===== src/core/xsg_pkg.sv =====
package xsg_pkg;

	// I/O map boundaries (10-bit CPU I/O address)
	localparam logic [9:0] IO_DMA_BASE     = 10'h000;
	localparam logic [9:0] IO_DMA_LAST     = 10'h01F;
	localparam logic [9:0] IO_INTC_BASE    = 10'h020;
	localparam logic [9:0] IO_INTC_LAST    = 10'h03F;
	localparam logic [9:0] IO_TIMER_BASE   = 10'h040;
	localparam logic [9:0] IO_TIMER_LAST   = 10'h05F;
	localparam logic [9:0] IO_PIO_BASE     = 10'h060;
	localparam logic [9:0] IO_PIO_LAST     = 10'h07F;
	localparam logic [9:0] IO_PAGE_BASE    = 10'h080;
	localparam logic [9:0] IO_PAGE_LAST    = 10'h09F;
	localparam logic [9:0] IO_NMI_BASE     = 10'h0A0;
	localparam logic [9:0] IO_NMI_LAST     = 10'h0BF;
	localparam logic [9:0] IO_SPEED_BASE   = 10'h0C0;
	localparam logic [9:0] IO_SPEED_LAST   = 10'h0C3;
	localparam logic [9:0] IO_STATUS_BASE  = 10'h0E0;
	localparam logic [9:0] IO_STATUS_LAST  = 10'h0E3;
	localparam logic [9:0] IO_KBD_DATA     = 10'h060;

	// Status register field positions
	localparam int ST_MEM_A_BIT  = 4;
	localparam int ST_MEM_B_BIT  = 5;
	localparam int ST_SPEED_BIT  = 7;

	// Strap positions on the buffered address bus
	localparam int STRAP_IPL_BIT    = 0;
	localparam int STRAP_COPRO_BIT  = 1;
	localparam int STRAP_MEM_A_BIT  = 2;
	localparam int STRAP_MEM_B_BIT  = 3;
	localparam int STRAP_VID_A_BIT  = 4;
	localparam int STRAP_VID_B_BIT  = 5;
	localparam int STRAP_DRV_A_BIT  = 6;
	localparam int STRAP_DRV_B_BIT  = 7;
	localparam int STRAP_SPEED_BIT  = 15;

	// Speed strap value that selects low speed
	localparam logic STRAP_SPEED_LOW = 1'b1;

	// Wait states in CPU clocks
	localparam logic [2:0] WS_IO_LO     = 3'h1;
	localparam logic [2:0] WS_IO_HI     = 3'h4;
	localparam logic [2:0] WS_DMA       = 3'h1;
	localparam logic [2:0] WS_SLOTMEM_LO = 3'h0;
	localparam logic [2:0] WS_SLOTMEM_HI = 3'h2;
	localparam logic [2:0] WS_BOARDMEM  = 3'h0;

	// CPU clock dividers from the 40 MHz system clock, high 2 of 4 or 3 of 8 clocks
	localparam int CLK_SYS_MHZ   = 40;
	localparam int CPU_MHZ_HI    = 10;
	localparam int CPU_MHZ_LO    = 5;
	localparam logic [3:0] DIV_HI  = 4'(CLK_SYS_MHZ / CPU_MHZ_HI);
	localparam logic [3:0] DIV_LO  = 4'(CLK_SYS_MHZ / CPU_MHZ_LO);

	// Reset values
	localparam logic [7:0] RST_BYTE = 8'h00;

	typedef enum logic [1:0] {
		XSG_IDLE = 2'b00,
		XSG_WAIT = 2'b01,
		XSG_HOLD = 2'b11,
		XSG_DONE = 2'b10
	} xsg_cyc_state_t;

endpackage


===== src/core/xsg_glue.sv =====
// Functional notes
// - Straps are sampled from the buffered address bus only while reset is held.
// - Speed strap 1 starts low speed, 0 starts high speed.
// - Strap decides speed only in reset; afterwards only software toggles it.
// - Any write to the speed port toggles speed, data ignored.
// - Status bit 7 shows current speed, 1 high; bit 6 reads zero.
// - Status bits 4 and 5 show the two memory-size straps.
// - Port B bit 3 low: port C shows initial-load and coprocessor straps.
// - Port B bit 3 high: port C shows video and drive-count straps.
// - Low speed: one wait state on all I/O and DMA cycles.
// - High speed: four waits on I/O, one on DMA.
// - No waits on board memory, nor on slot memory at low speed.
// - High speed: two waits on slot memory accesses.
// - Slot ready is synchronised; cycle stretches while it is low.
// - I/O addresses decode to the eight fixed windows.
// - Keyboard register is read-only; a held character raises interrupt 1.
// - Control bit 7 set clears keyboard register and its pending flag.
// - Timer 0 to irq0, timer 1 paces refresh via DMA 0, timer 2 speaker.
// - Even parity generated on RAM writes and checked on RAM reads.
// - Speed indicator is high in high speed, low in low speed.
`timescale 1ns/1ps
module xsg_glue (
	input  wire logic        clk_sys,
	input  wire logic        reset_n,
	input  wire logic [15:0] buffered_address_bus,
	input  wire logic        slot_ready_in,
	input  wire logic        cyc_start,
	input  wire logic        cyc_io,
	input  wire logic        cyc_dma,
	input  wire logic        cyc_onboard,
	input  wire logic        cyc_write,
	input  wire logic [9:0]  cyc_addr,
	input  wire logic [7:0]  cyc_wdata,
	input  wire logic        pio_port_b3,
	input  wire logic        kbd_clear,
	input  wire logic        kbd_char_valid,
	input  wire logic [7:0]  kbd_char,
	input  wire logic        timer_out0,
	input  wire logic        timer_out1,
	input  wire logic        timer_out2,
	input  wire logic        speaker_gate,
	input  wire logic        memory_parity_pin_in,
	output logic             memory_parity_pin_out,
	output logic             memory_parity_pin_oe,
	output logic             parity_error,
	output logic             cpu_clk,
	output logic             speed_indicator,
	output logic             cyc_ready,
	output logic [7:0]       io_rdata,
	output logic             io_rvalid,
	output logic [7:0]       io_select,
	output logic [3:0]       pio_port_c_cfg,
	output logic [7:0]       keyboard_char_holding,
	output logic             irq1_req,
	output logic             irq0_req,
	output logic             refresh_dma0_req,
	output logic             speaker_out
);

	// I/O window index: 0 DMA .. 7 status, 8 none
	function automatic logic [3:0] io_window(input logic [9:0] a);
		if (a >= xsg_pkg::IO_DMA_BASE && a <= xsg_pkg::IO_DMA_LAST) begin
			io_window = 4'h0;
		end else if (a >= xsg_pkg::IO_INTC_BASE && a <= xsg_pkg::IO_INTC_LAST) begin
			io_window = 4'h1;
		end else if (a >= xsg_pkg::IO_TIMER_BASE && a <= xsg_pkg::IO_TIMER_LAST) begin
			io_window = 4'h2;
		end else if (a >= xsg_pkg::IO_PIO_BASE && a <= xsg_pkg::IO_PIO_LAST) begin
			io_window = 4'h3;
		end else if (a >= xsg_pkg::IO_PAGE_BASE && a <= xsg_pkg::IO_PAGE_LAST) begin
			io_window = 4'h4;
		end else if (a >= xsg_pkg::IO_NMI_BASE && a <= xsg_pkg::IO_NMI_LAST) begin
			io_window = 4'h5;
		end else if (a >= xsg_pkg::IO_SPEED_BASE && a <= xsg_pkg::IO_SPEED_LAST) begin
			io_window = 4'h6;
		end else if (a >= xsg_pkg::IO_STATUS_BASE && a <= xsg_pkg::IO_STATUS_LAST) begin
			io_window = 4'h7;
		end else begin
			io_window = 4'h8;
		end
	endfunction

	////////////////////////////////////////////////////////////////////////////////
	// Reset release and pin synchronisers

	logic        rst_m_q;
	logic        rst_n;
	logic [17:0] pin_m_q;
	logic [17:0] pin_s_q;

	always_ff @(posedge clk_sys or negedge reset_n) begin
		if (!reset_n) begin
			rst_m_q <= 1'b0;
			rst_n   <= 1'b0;
		end else begin
			rst_m_q <= 1'b1;
			rst_n   <= rst_m_q;
		end
	end

	// Sync stays live in reset so the straps are settled when sampled
	always_ff @(posedge clk_sys) begin
		pin_m_q <= {memory_parity_pin_in, slot_ready_in, buffered_address_bus};
		pin_s_q <= pin_m_q;
	end

	logic [15:0] xbus_s;
	logic        slot_rdy_s;
	logic        par_pin_s;
	assign xbus_s     = pin_s_q[15:0];
	assign slot_rdy_s = pin_s_q[16];
	assign par_pin_s  = pin_s_q[17];

	////////////////////////////////////////////////////////////////////////////////
	// Straps and speed selection

	logic [7:0] strap_q, strap_d;
	logic       speed_req_q, speed_req_d;
	logic       speed_q, speed_d;
	logic [3:0] ccnt_q, ccnt_d;
	logic       cpu_clk_d;
	logic       cpu_tick;
	logic [3:0] div_now;
	logic [3:0] cyc_win;
	logic       speed_wr;

	always_comb begin
		cyc_win  = io_window(cyc_addr);
		speed_wr = cyc_start & cyc_io & cyc_write & (cyc_win == 4'h6);
		div_now  = speed_q ? xsg_pkg::DIV_HI : xsg_pkg::DIV_LO;
		cpu_tick = (ccnt_q == div_now - 4'h1);
		strap_d  = strap_q;
		speed_req_d = speed_req_q;
		if (!rst_n) begin
			// Pins are straps only while reset holds
			strap_d     = xbus_s[7:0];
			speed_req_d = (xbus_s[xsg_pkg::STRAP_SPEED_BIT] != xsg_pkg::STRAP_SPEED_LOW);
		end else if (speed_wr) begin
			speed_req_d = ~speed_req_q;
		end
		// Out of reset, speed follows the request only at the end of a CPU clock period
		speed_d = cpu_tick ? speed_req_q : speed_q;
		if (!rst_n) begin
			speed_d = speed_req_d;
		end
		ccnt_d    = cpu_tick ? 4'h0 : ccnt_q + 4'h1;
		// High while three times the count is below the divider: 2 of 4 clocks at high speed, 3 of 8 at low
		cpu_clk_d = ({ccnt_d, 2'b00} - {2'b00, ccnt_d} < {2'b00, div_now});
		if (cpu_tick && speed_d != speed_q) begin
			cpu_clk_d = 1'b1;
		end
	end

	// Strap and speed flops have no async reset: they load from the bus in reset
	always_ff @(posedge clk_sys) begin
		strap_q     <= strap_d;
		speed_req_q <= speed_req_d;
	end

	always_ff @(posedge clk_sys or negedge rst_n) begin
		if (!rst_n) begin
			// One count before wrap, so the first high phase after reset is whole
			ccnt_q  <= 4'hF;
			cpu_clk <= 1'b0;
		end else begin
			ccnt_q  <= ccnt_d;
			cpu_clk <= cpu_clk_d;
		end
	end

	always_ff @(posedge clk_sys) begin
		speed_q <= speed_d;
	end

	always_ff @(posedge clk_sys or negedge reset_n) begin
		if (!reset_n) begin
			speed_indicator <= 1'b0;
		end else begin
			speed_indicator <= speed_q;
		end
	end

	////////////////////////////////////////////////////////////////////////////////
	// Wait state generator

	xsg_pkg::xsg_cyc_state_t st_q, st_d;
	logic [2:0] ws_q, ws_d;
	logic       slot_q, slot_d;
	logic       rdy_d;

	always_comb begin
		st_d   = st_q;
		ws_d   = ws_q;
		slot_d = slot_q;
		rdy_d  = 1'b0;
		unique case (st_q)
			xsg_pkg::XSG_IDLE: begin
				if (cyc_start) begin
					slot_d = ~(cyc_onboard & ~cyc_io & ~cyc_dma);
					if (cyc_dma) begin
						ws_d = xsg_pkg::WS_DMA;
					end else if (cyc_io) begin
						ws_d = speed_q ? xsg_pkg::WS_IO_HI : xsg_pkg::WS_IO_LO;
					end else if (cyc_onboard) begin
						ws_d = xsg_pkg::WS_BOARDMEM;
					end else begin
						ws_d = speed_q ? xsg_pkg::WS_SLOTMEM_HI : xsg_pkg::WS_SLOTMEM_LO;
					end
					st_d = xsg_pkg::XSG_WAIT;
				end
			end
			xsg_pkg::XSG_WAIT: begin
				if (ws_q == 3'h0) begin
					st_d = xsg_pkg::XSG_HOLD;
				end else if (cpu_tick) begin
					ws_d = ws_q - 3'h1;
				end
			end
			xsg_pkg::XSG_HOLD: begin
				// Slot devices stretch the cycle by holding ready low
				if (!slot_q || slot_rdy_s) begin
					st_d  = xsg_pkg::XSG_DONE;
					rdy_d = 1'b1;
				end
			end
			xsg_pkg::XSG_DONE: begin
				st_d = xsg_pkg::XSG_IDLE;
			end
		endcase
	end

	always_ff @(posedge clk_sys or negedge rst_n) begin
		if (!rst_n) begin
			st_q      <= xsg_pkg::XSG_IDLE;
			ws_q      <= 3'h0;
			slot_q    <= 1'b0;
			cyc_ready <= 1'b0;
		end else begin
			st_q      <= st_d;
			ws_q      <= ws_d;
			slot_q    <= slot_d;
			cyc_ready <= rdy_d;
		end
	end

	////////////////////////////////////////////////////////////////////////////////
	// Register reads, port C straps, keyboard holding register

	logic [7:0] rdata_d;
	logic       rvalid_d;
	logic [7:0] sel_d;
	logic [3:0] portc_d;
	logic [7:0] kbd_d;
	logic       kpend_d;

	always_comb begin
		sel_d = 8'h00;
		if (cyc_start && cyc_io && cyc_win != 4'h8) begin
			sel_d[cyc_win[2:0]] = 1'b1;
		end
		rdata_d  = xsg_pkg::RST_BYTE;
		rvalid_d = 1'b0;
		if (cyc_start && cyc_io && !cyc_write) begin
			if (cyc_win == 4'h7) begin
				rvalid_d = 1'b1;
				rdata_d[xsg_pkg::ST_SPEED_BIT] = speed_q;
				rdata_d[xsg_pkg::ST_MEM_A_BIT] = strap_q[xsg_pkg::STRAP_MEM_A_BIT];
				rdata_d[xsg_pkg::ST_MEM_B_BIT] = strap_q[xsg_pkg::STRAP_MEM_B_BIT];
			end else if (cyc_addr == xsg_pkg::IO_KBD_DATA) begin
				rvalid_d = 1'b1;
				rdata_d  = keyboard_char_holding;
			end
		end
		if (!pio_port_b3) begin
			portc_d = {2'b00,
				strap_q[xsg_pkg::STRAP_COPRO_BIT],
				strap_q[xsg_pkg::STRAP_IPL_BIT]};
		end else begin
			portc_d = {strap_q[xsg_pkg::STRAP_DRV_B_BIT], strap_q[xsg_pkg::STRAP_DRV_A_BIT],
				strap_q[xsg_pkg::STRAP_VID_B_BIT], strap_q[xsg_pkg::STRAP_VID_A_BIT]};
		end
		// A character arriving with the clear is kept: set wins
		kbd_d   = keyboard_char_holding;
		kpend_d = irq1_req;
		if (kbd_clear) begin
			kbd_d   = 8'h00;
			kpend_d = 1'b0;
		end
		if (kbd_char_valid) begin
			kbd_d   = kbd_char;
			kpend_d = 1'b1;
		end
	end

	always_ff @(posedge clk_sys or negedge rst_n) begin
		if (!rst_n) begin
			io_rdata              <= xsg_pkg::RST_BYTE;
			io_rvalid             <= 1'b0;
			io_select             <= 8'h00;
			pio_port_c_cfg        <= 4'h0;
			keyboard_char_holding <= xsg_pkg::RST_BYTE;
			irq1_req              <= 1'b0;
			irq0_req              <= 1'b0;
			refresh_dma0_req      <= 1'b0;
			speaker_out           <= 1'b0;
		end else begin
			io_rdata              <= rdata_d;
			io_rvalid             <= rvalid_d;
			io_select             <= sel_d;
			pio_port_c_cfg        <= portc_d;
			keyboard_char_holding <= kbd_d;
			irq1_req              <= kpend_d;
			irq0_req              <= timer_out0;
			refresh_dma0_req      <= timer_out1;
			speaker_out           <= timer_out2 & speaker_gate;
		end
	end

	////////////////////////////////////////////////////////////////////////////////
	// RAM parity

	// Data is delayed to line up with the synchronised parity pin
	logic [7:0] wdata_m_q, wdata_s_q;
	logic [1:0] mw_q, mr_q;
	logic       ram_cyc;

	assign ram_cyc = cyc_start & ~cyc_io & ~cyc_dma & cyc_onboard;

	always_ff @(posedge clk_sys or negedge rst_n) begin
		if (!rst_n) begin
			wdata_m_q <= 8'h00;
			wdata_s_q <= 8'h00;
			mw_q      <= 2'b00;
			mr_q      <= 2'b00;
		end else begin
			wdata_m_q <= cyc_wdata;
			wdata_s_q <= wdata_m_q;
			mw_q      <= {mw_q[0], ram_cyc & cyc_write};
			mr_q      <= {mr_q[0], ram_cyc & ~cyc_write};
		end
	end

	xsg_parity u_parity (
		.clk_sys   (clk_sys),
		.rst_n     (rst_n),
		.mem_wr    (mw_q[1]),
		.mem_rd    (mr_q[1]),
		.data      (wdata_s_q),
		.par_in    (par_pin_s),
		.par_out_q (memory_parity_pin_out),
		.par_oe_q  (memory_parity_pin_oe),
		.par_err_q (parity_error)
	);

endmodule


===== src/core/xsg_parity.sv =====
`timescale 1ns/1ps
module xsg_parity (
	input  wire logic       clk_sys,
	input  wire logic       rst_n,
	input  wire logic       mem_wr,
	input  wire logic       mem_rd,
	input  wire logic [7:0] data,
	input  wire logic       par_in,
	output logic            par_out_q,
	output logic            par_oe_q,
	output logic            par_err_q
);

	logic par_out_d;
	logic par_oe_d;
	logic par_err_d;

	// Even parity: the ninth bit makes the count of ones even
	always_comb begin
		par_out_d = ^data;
		par_oe_d  = mem_wr;
		par_err_d = mem_rd & ((^data) ^ par_in);
	end

	always_ff @(posedge clk_sys or negedge rst_n) begin
		if (!rst_n) begin
			par_out_q <= 1'b0;
			par_oe_q  <= 1'b0;
			par_err_q <= 1'b0;
		end else begin
			par_out_q <= par_out_d;
			par_oe_q  <= par_oe_d;
			par_err_q <= par_err_d;
		end
	end

endmodule


===== config.mk =====
export PLATFORM = sky130hd
export DESIGN_NAME = xsg_glue
export DESIGN_NICKNAME = d
export VERILOG_FILES = /design/src/core/xsg_pkg.sv /design/src/core/xsg_glue.sv /design/src/core/xsg_parity.sv
export SDC_FILE = /design/constraint.sdc
export NUM_CORES = 1
export LEC_CHECK = 0
export ABC_AREA = 1
export BUFFER_PORTS_ARGS = -buffer_cell sky130_fd_sc_hd__buf_4
export CORE_AREA = 2 2 103 85
export DETAILED_ROUTE_END_ITERATION = 16
export DIE_AREA = 0 0 105 87
export GPL_ROUTABILITY_DRIVEN = 1
export PLACE_DENSITY = 0.74
export SLEW_MARGIN = 0
export SYNTH_ARGS = -nofsm -noshare
export SYNTH_HDL_FRONTEND = slang
export SYNTH_SLANG_ARGS = --single-unit
export TNS_END_PERCENT = 10

===== constraint.sdc =====
create_clock -name clk_sys -period 2.1 [get_ports clk_sys]
set_input_delay 0.315 -clock clk_sys [delete_from_list [all_inputs] [get_ports clk_sys]]
set_output_delay 0.315 -clock clk_sys [all_outputs]
set_load 0.01 [all_outputs]

==> key figures <==
Timing
  – Slew Limit Fails: 0
  – Final min period: 2647 ps
  – Layout Skew: 10.69 ps
  – Finish-stage setup viols: 1
  – Hold_ws: 46.53 ps
  – Peak Freq: 377.8 MHz
  – Slew @ Worst Pin: 547.4 ps
  – Final Hold Fails: 0
  – RSZ-0062 raised after global routing: yes
  – Relative max-transition margin: 63.50%
  – Setup ws final: -546.6 ps
  – Crit share post-route: 126.0%

CTS
  – Clock transition at the registers of the reported paths: 100 ps
  – CTS tree: done
  – Worst skew pair latency: 360 ps
  – Longest Clk Path Bufs: 2
  – Clk sink count: 103
  – Total CTS buffers: 9
  – Clk root buf: clkbuf_8
  – H-tree depth: 3

Global routing
  – First-pass GRT wire length: 11,310 um
  – Met1 Usage GRT: 19.72%
  – Vias in the first global route: 2,545
  – Grt met3 use: 5.460%
  – Antenna violations before repair: 0
  – GRT busiest layer: met2
  – Congestion Overflow GR: 0
  – Grt met2 use: 26.03%
  – GRT Util Overall: 16.11%
  – Pin count of the biggest net entering global routing: 47

Final layout
  – Storage cell area: 0.002504 mm2
  – Fill cells: 706
  – Area of the multi-input gates: 0.001067 mm2
  – P&R area growth vs syn: 31.81%
  – ANT cells: 0
  – Layout cell share with drive strength beyond 1: 33.12%
  – Net count, final: 531

Yosys
  – Largest area contributor in the netlist: dfrtp_1
  – Compound-Gate Fraction of Synth Area: 4.611%
  – XOR/XNOR Fraction of Synth Area: 2.592%
  – Synth area leaders: dfrtp_1 (45%), dfxtp_1 (13%), nand2_1 (7.0%), edfxtp_1 (6.5%), inv_1 (4.7%)
  – Post-synthesis simple-gate area fraction: 17.17%
  – Mux contribution to synthesized area: 0.6059%
  – Synth async-reset ratio: 68.93%
  – Syn_area_per_cell: 10.65 um2
  – Yosys top cell area share: 45.10%
  – Largest family of logic cells by synthesized area: simple AND/OR/NAND/NOR gates
  – Synth cell types: 32
  – Post-synth top cells: nand2_1 (69), dfrtp_1 (67), inv_1 (47)
  – Register area share after synthesis: 67.32%
  – Yosys reg bits: 103
  – Net Count, Synth: 414
  – Gate Count Post-Synth: 349
  – Synthesis Warnings: 0
  – Post-synth EDFFs: 8
  – Ys flop type: dfrtp_1
  – Count leader, synth: nand2_1
  – Mapped Area: 0.003717 mm2
  – Synth Area in Adders: 2.356%

Critical path
  – Setup Crit Path Kind: reg -> reg
  – Max FO, Critical Path: 3
  – CP Buf/Inv Count: 4
  – Slowest cell on crit path: dfstp_2
  – Kind of end point of the critical path: register
  – Worst Setup Start Kind: register
  – CP cell instances: ha_4 -> inv_2 -> nor2_2 -> nand3_2 -> nand2_2 -> inv_2 -> ha_4 -> inv_2 -> or2_4 -> nand2_2 -> o21ai_2 -> xor2_1 -> inv_1 -> ha_1 -> a21oi_1 -> nand2_1 -> nor2_1 -> nand3_1 -> nand2_1
  – Cell repeated most along the worst path: inv_2
  – WP data required: 2410 ps
  – Slowest cell delay on critical path: 570 ps
  – Delay-heaviest family, CP: simple AND/OR/NAND/NOR gates
  – CP arrival: 2960 ps

Placed design
  – IO buf count: 89
  – Final GP Congestion: 0.7662
  – Place WS: -646.2 ps
  – DP HPWL: 5200 um

Worst hold path
  – Worst Hold Class: in -> reg

Outcome
  – Outcome: complete, but fails checks
  – Violations in the final reports: negative setup slack

Drt
  – Total wire length: 6943 um
  – Routed vias: 2,627
  – Total iterations of the first detailed-routing run: 5
  – Initial DRC count: 119
  – DRC: 0
  – Antenna-violating nets left: 0
  – Vias per Instance: 4.506
  – WL/cell: 11.91 um

Pwr
  – Leak: 2.530 nW
  – Pwr Density: 901.0 mW/mm2
  – Maximum vdd drop: 0.0005702 V
  – Power Total: 4.415 mW

Die
  – Die height: 87 um
  – Row cnt: 30
  – Starting Density: 45.43%
  – Die X: 105 um
  – CORE AREA: 0.008183 mm2
  – Die Area: 0.009135 mm2
  – Io pins: 97

Run
  – Number of max-cap violations: 0
report_power, final:
part           internal [mW]  switching [mW]
clock                  0.483           0.676
sequential              2.19           0.108
combinational          0.450           0.508
total                   3.12            1.29
kinds of logic after synthesis:
| group | after synthesis |
|---|---|
| AND/OR/NAND/NOR | 142 |
| flip-flops | 103 |
| buffers and inverters | 52 |
| AO/OA/AOI/OAI | 31 |
| XOR/XNOR | 11 |
| adder cells (fa/ha/maj) | 7 |
| multiplexers | 2 |
| other | 1 |
registers in the layout, indices dropped and copies added, names as in the netlist, 3 cells and up:
signal                 count
ccnt_q                     4
io_rdata                   8
io_select                  8
keyboard_char_holding      8
pin_m_q                   11
pin_s_q                   11
pio_port_c_cfg             4
strap_q                    8
wdata_m_q                  8
wdata_s_q                  8
ws_q                       3
final cells by class:
cell class / instances / area share (%)
Timing Repair Buffer: 108 / 16.60
Inverter: 50 / 3.830
Clock inverter: 6 / 1.021
Tap cell: 112 / 2.860
Clock buffer: 10 / 2.809
Sequential cell: 103 / 51.10
Multi-Input combinational cell: 194 / 21.78
per-layer routing:
| layer | vias to the layer above | wire length, um |
|---|---|---|
| met5 | - | 0 |
| met4 | 0 | 148 |
| met3 | 17 | 388 |
| met2 | 84 | 3265 |
| met1 | 1202 | 3140 |
| li1 | 1324 | - |
placed cells by master, fill, tap and decap left out, types with 2 or more instances in the layout:
cell | synthesis | routed
buf_4 | 0 | 107
or2_2 | 4 | 3
mux2_2 | 2 | 2
nand3_2 | 3 | 3
ha_4 | 0 | 2
nand2_1 | 69 | 67
o21ai_0 | 18 | 18
nor2_1 | 30 | 29
clkbuf_8 | 0 | 10
xor2_1 | 7 | 6
dfxtp_1 | 24 | 24
inv_1 | 47 | 44
nor3_1 | 3 | 3
inv_2 | 3 | 6
xnor2_1 | 4 | 4
nand2_2 | 3 | 4
dfrtp_1 | 67 | 66
nor2_2 | 2 | 3
a21oi_1 | 7 | 7
nand3_1 | 21 | 21
inv_6 | 0 | 3
ha_1 | 7 | 5
dfstp_2 | 4 | 4
nand4_1 | 4 | 4
edfxtp_1 | 8 | 8
worst paths after layout:
check | slack, ps | depth (start not counted) | startpoint | to
setup / recovery | -550 | 19 | ccnt_q[1] | cpu_clk
hold / removal | 50 | 1 | buffered_address_bus[3] | pin_m_q[3]
setup reg to reg | -550 | 19 | ccnt_q[1] | cpu_clk
hold reg to reg | 310 | 0 | rst_n | ccnt_q[2]
max in group asynchronous | 1230 | 1 | rst_n | wdata_s_q[6]
min in group asynchronous | 260 | 2 | reset_n | rst_n
per-stage QoR:
step / setup TNS (ps) / std cells / area (um2) / util, %
2_1_floorplan: -621.1 / 349 / 3746 / -
3_3_place_gp: -577.2 / 563 / 4659 / 56.94
3_5_place_dp: -646.2 / 563 / 4659 / 56.94
4_1_cts: -562.8 / 582 / 4892 / 59.79
5_1_grt: -694.0 / 583 / 4900 / 59.88
6_report: -546.6 / 583 / 4900 / 59.88
what timing repair did:
item / 4_1_cts / 5_1_grt
endpoints found under the hold margin: 3 / 0
setup buffers: 2 / 1
pin swaps: 10 / 7
resized for setup: 8 / 0
hold buffers: 1 / 0
setup endpoints to repair: 1 / 1
No activity file was read; power rests on OpenSTA's default activity.
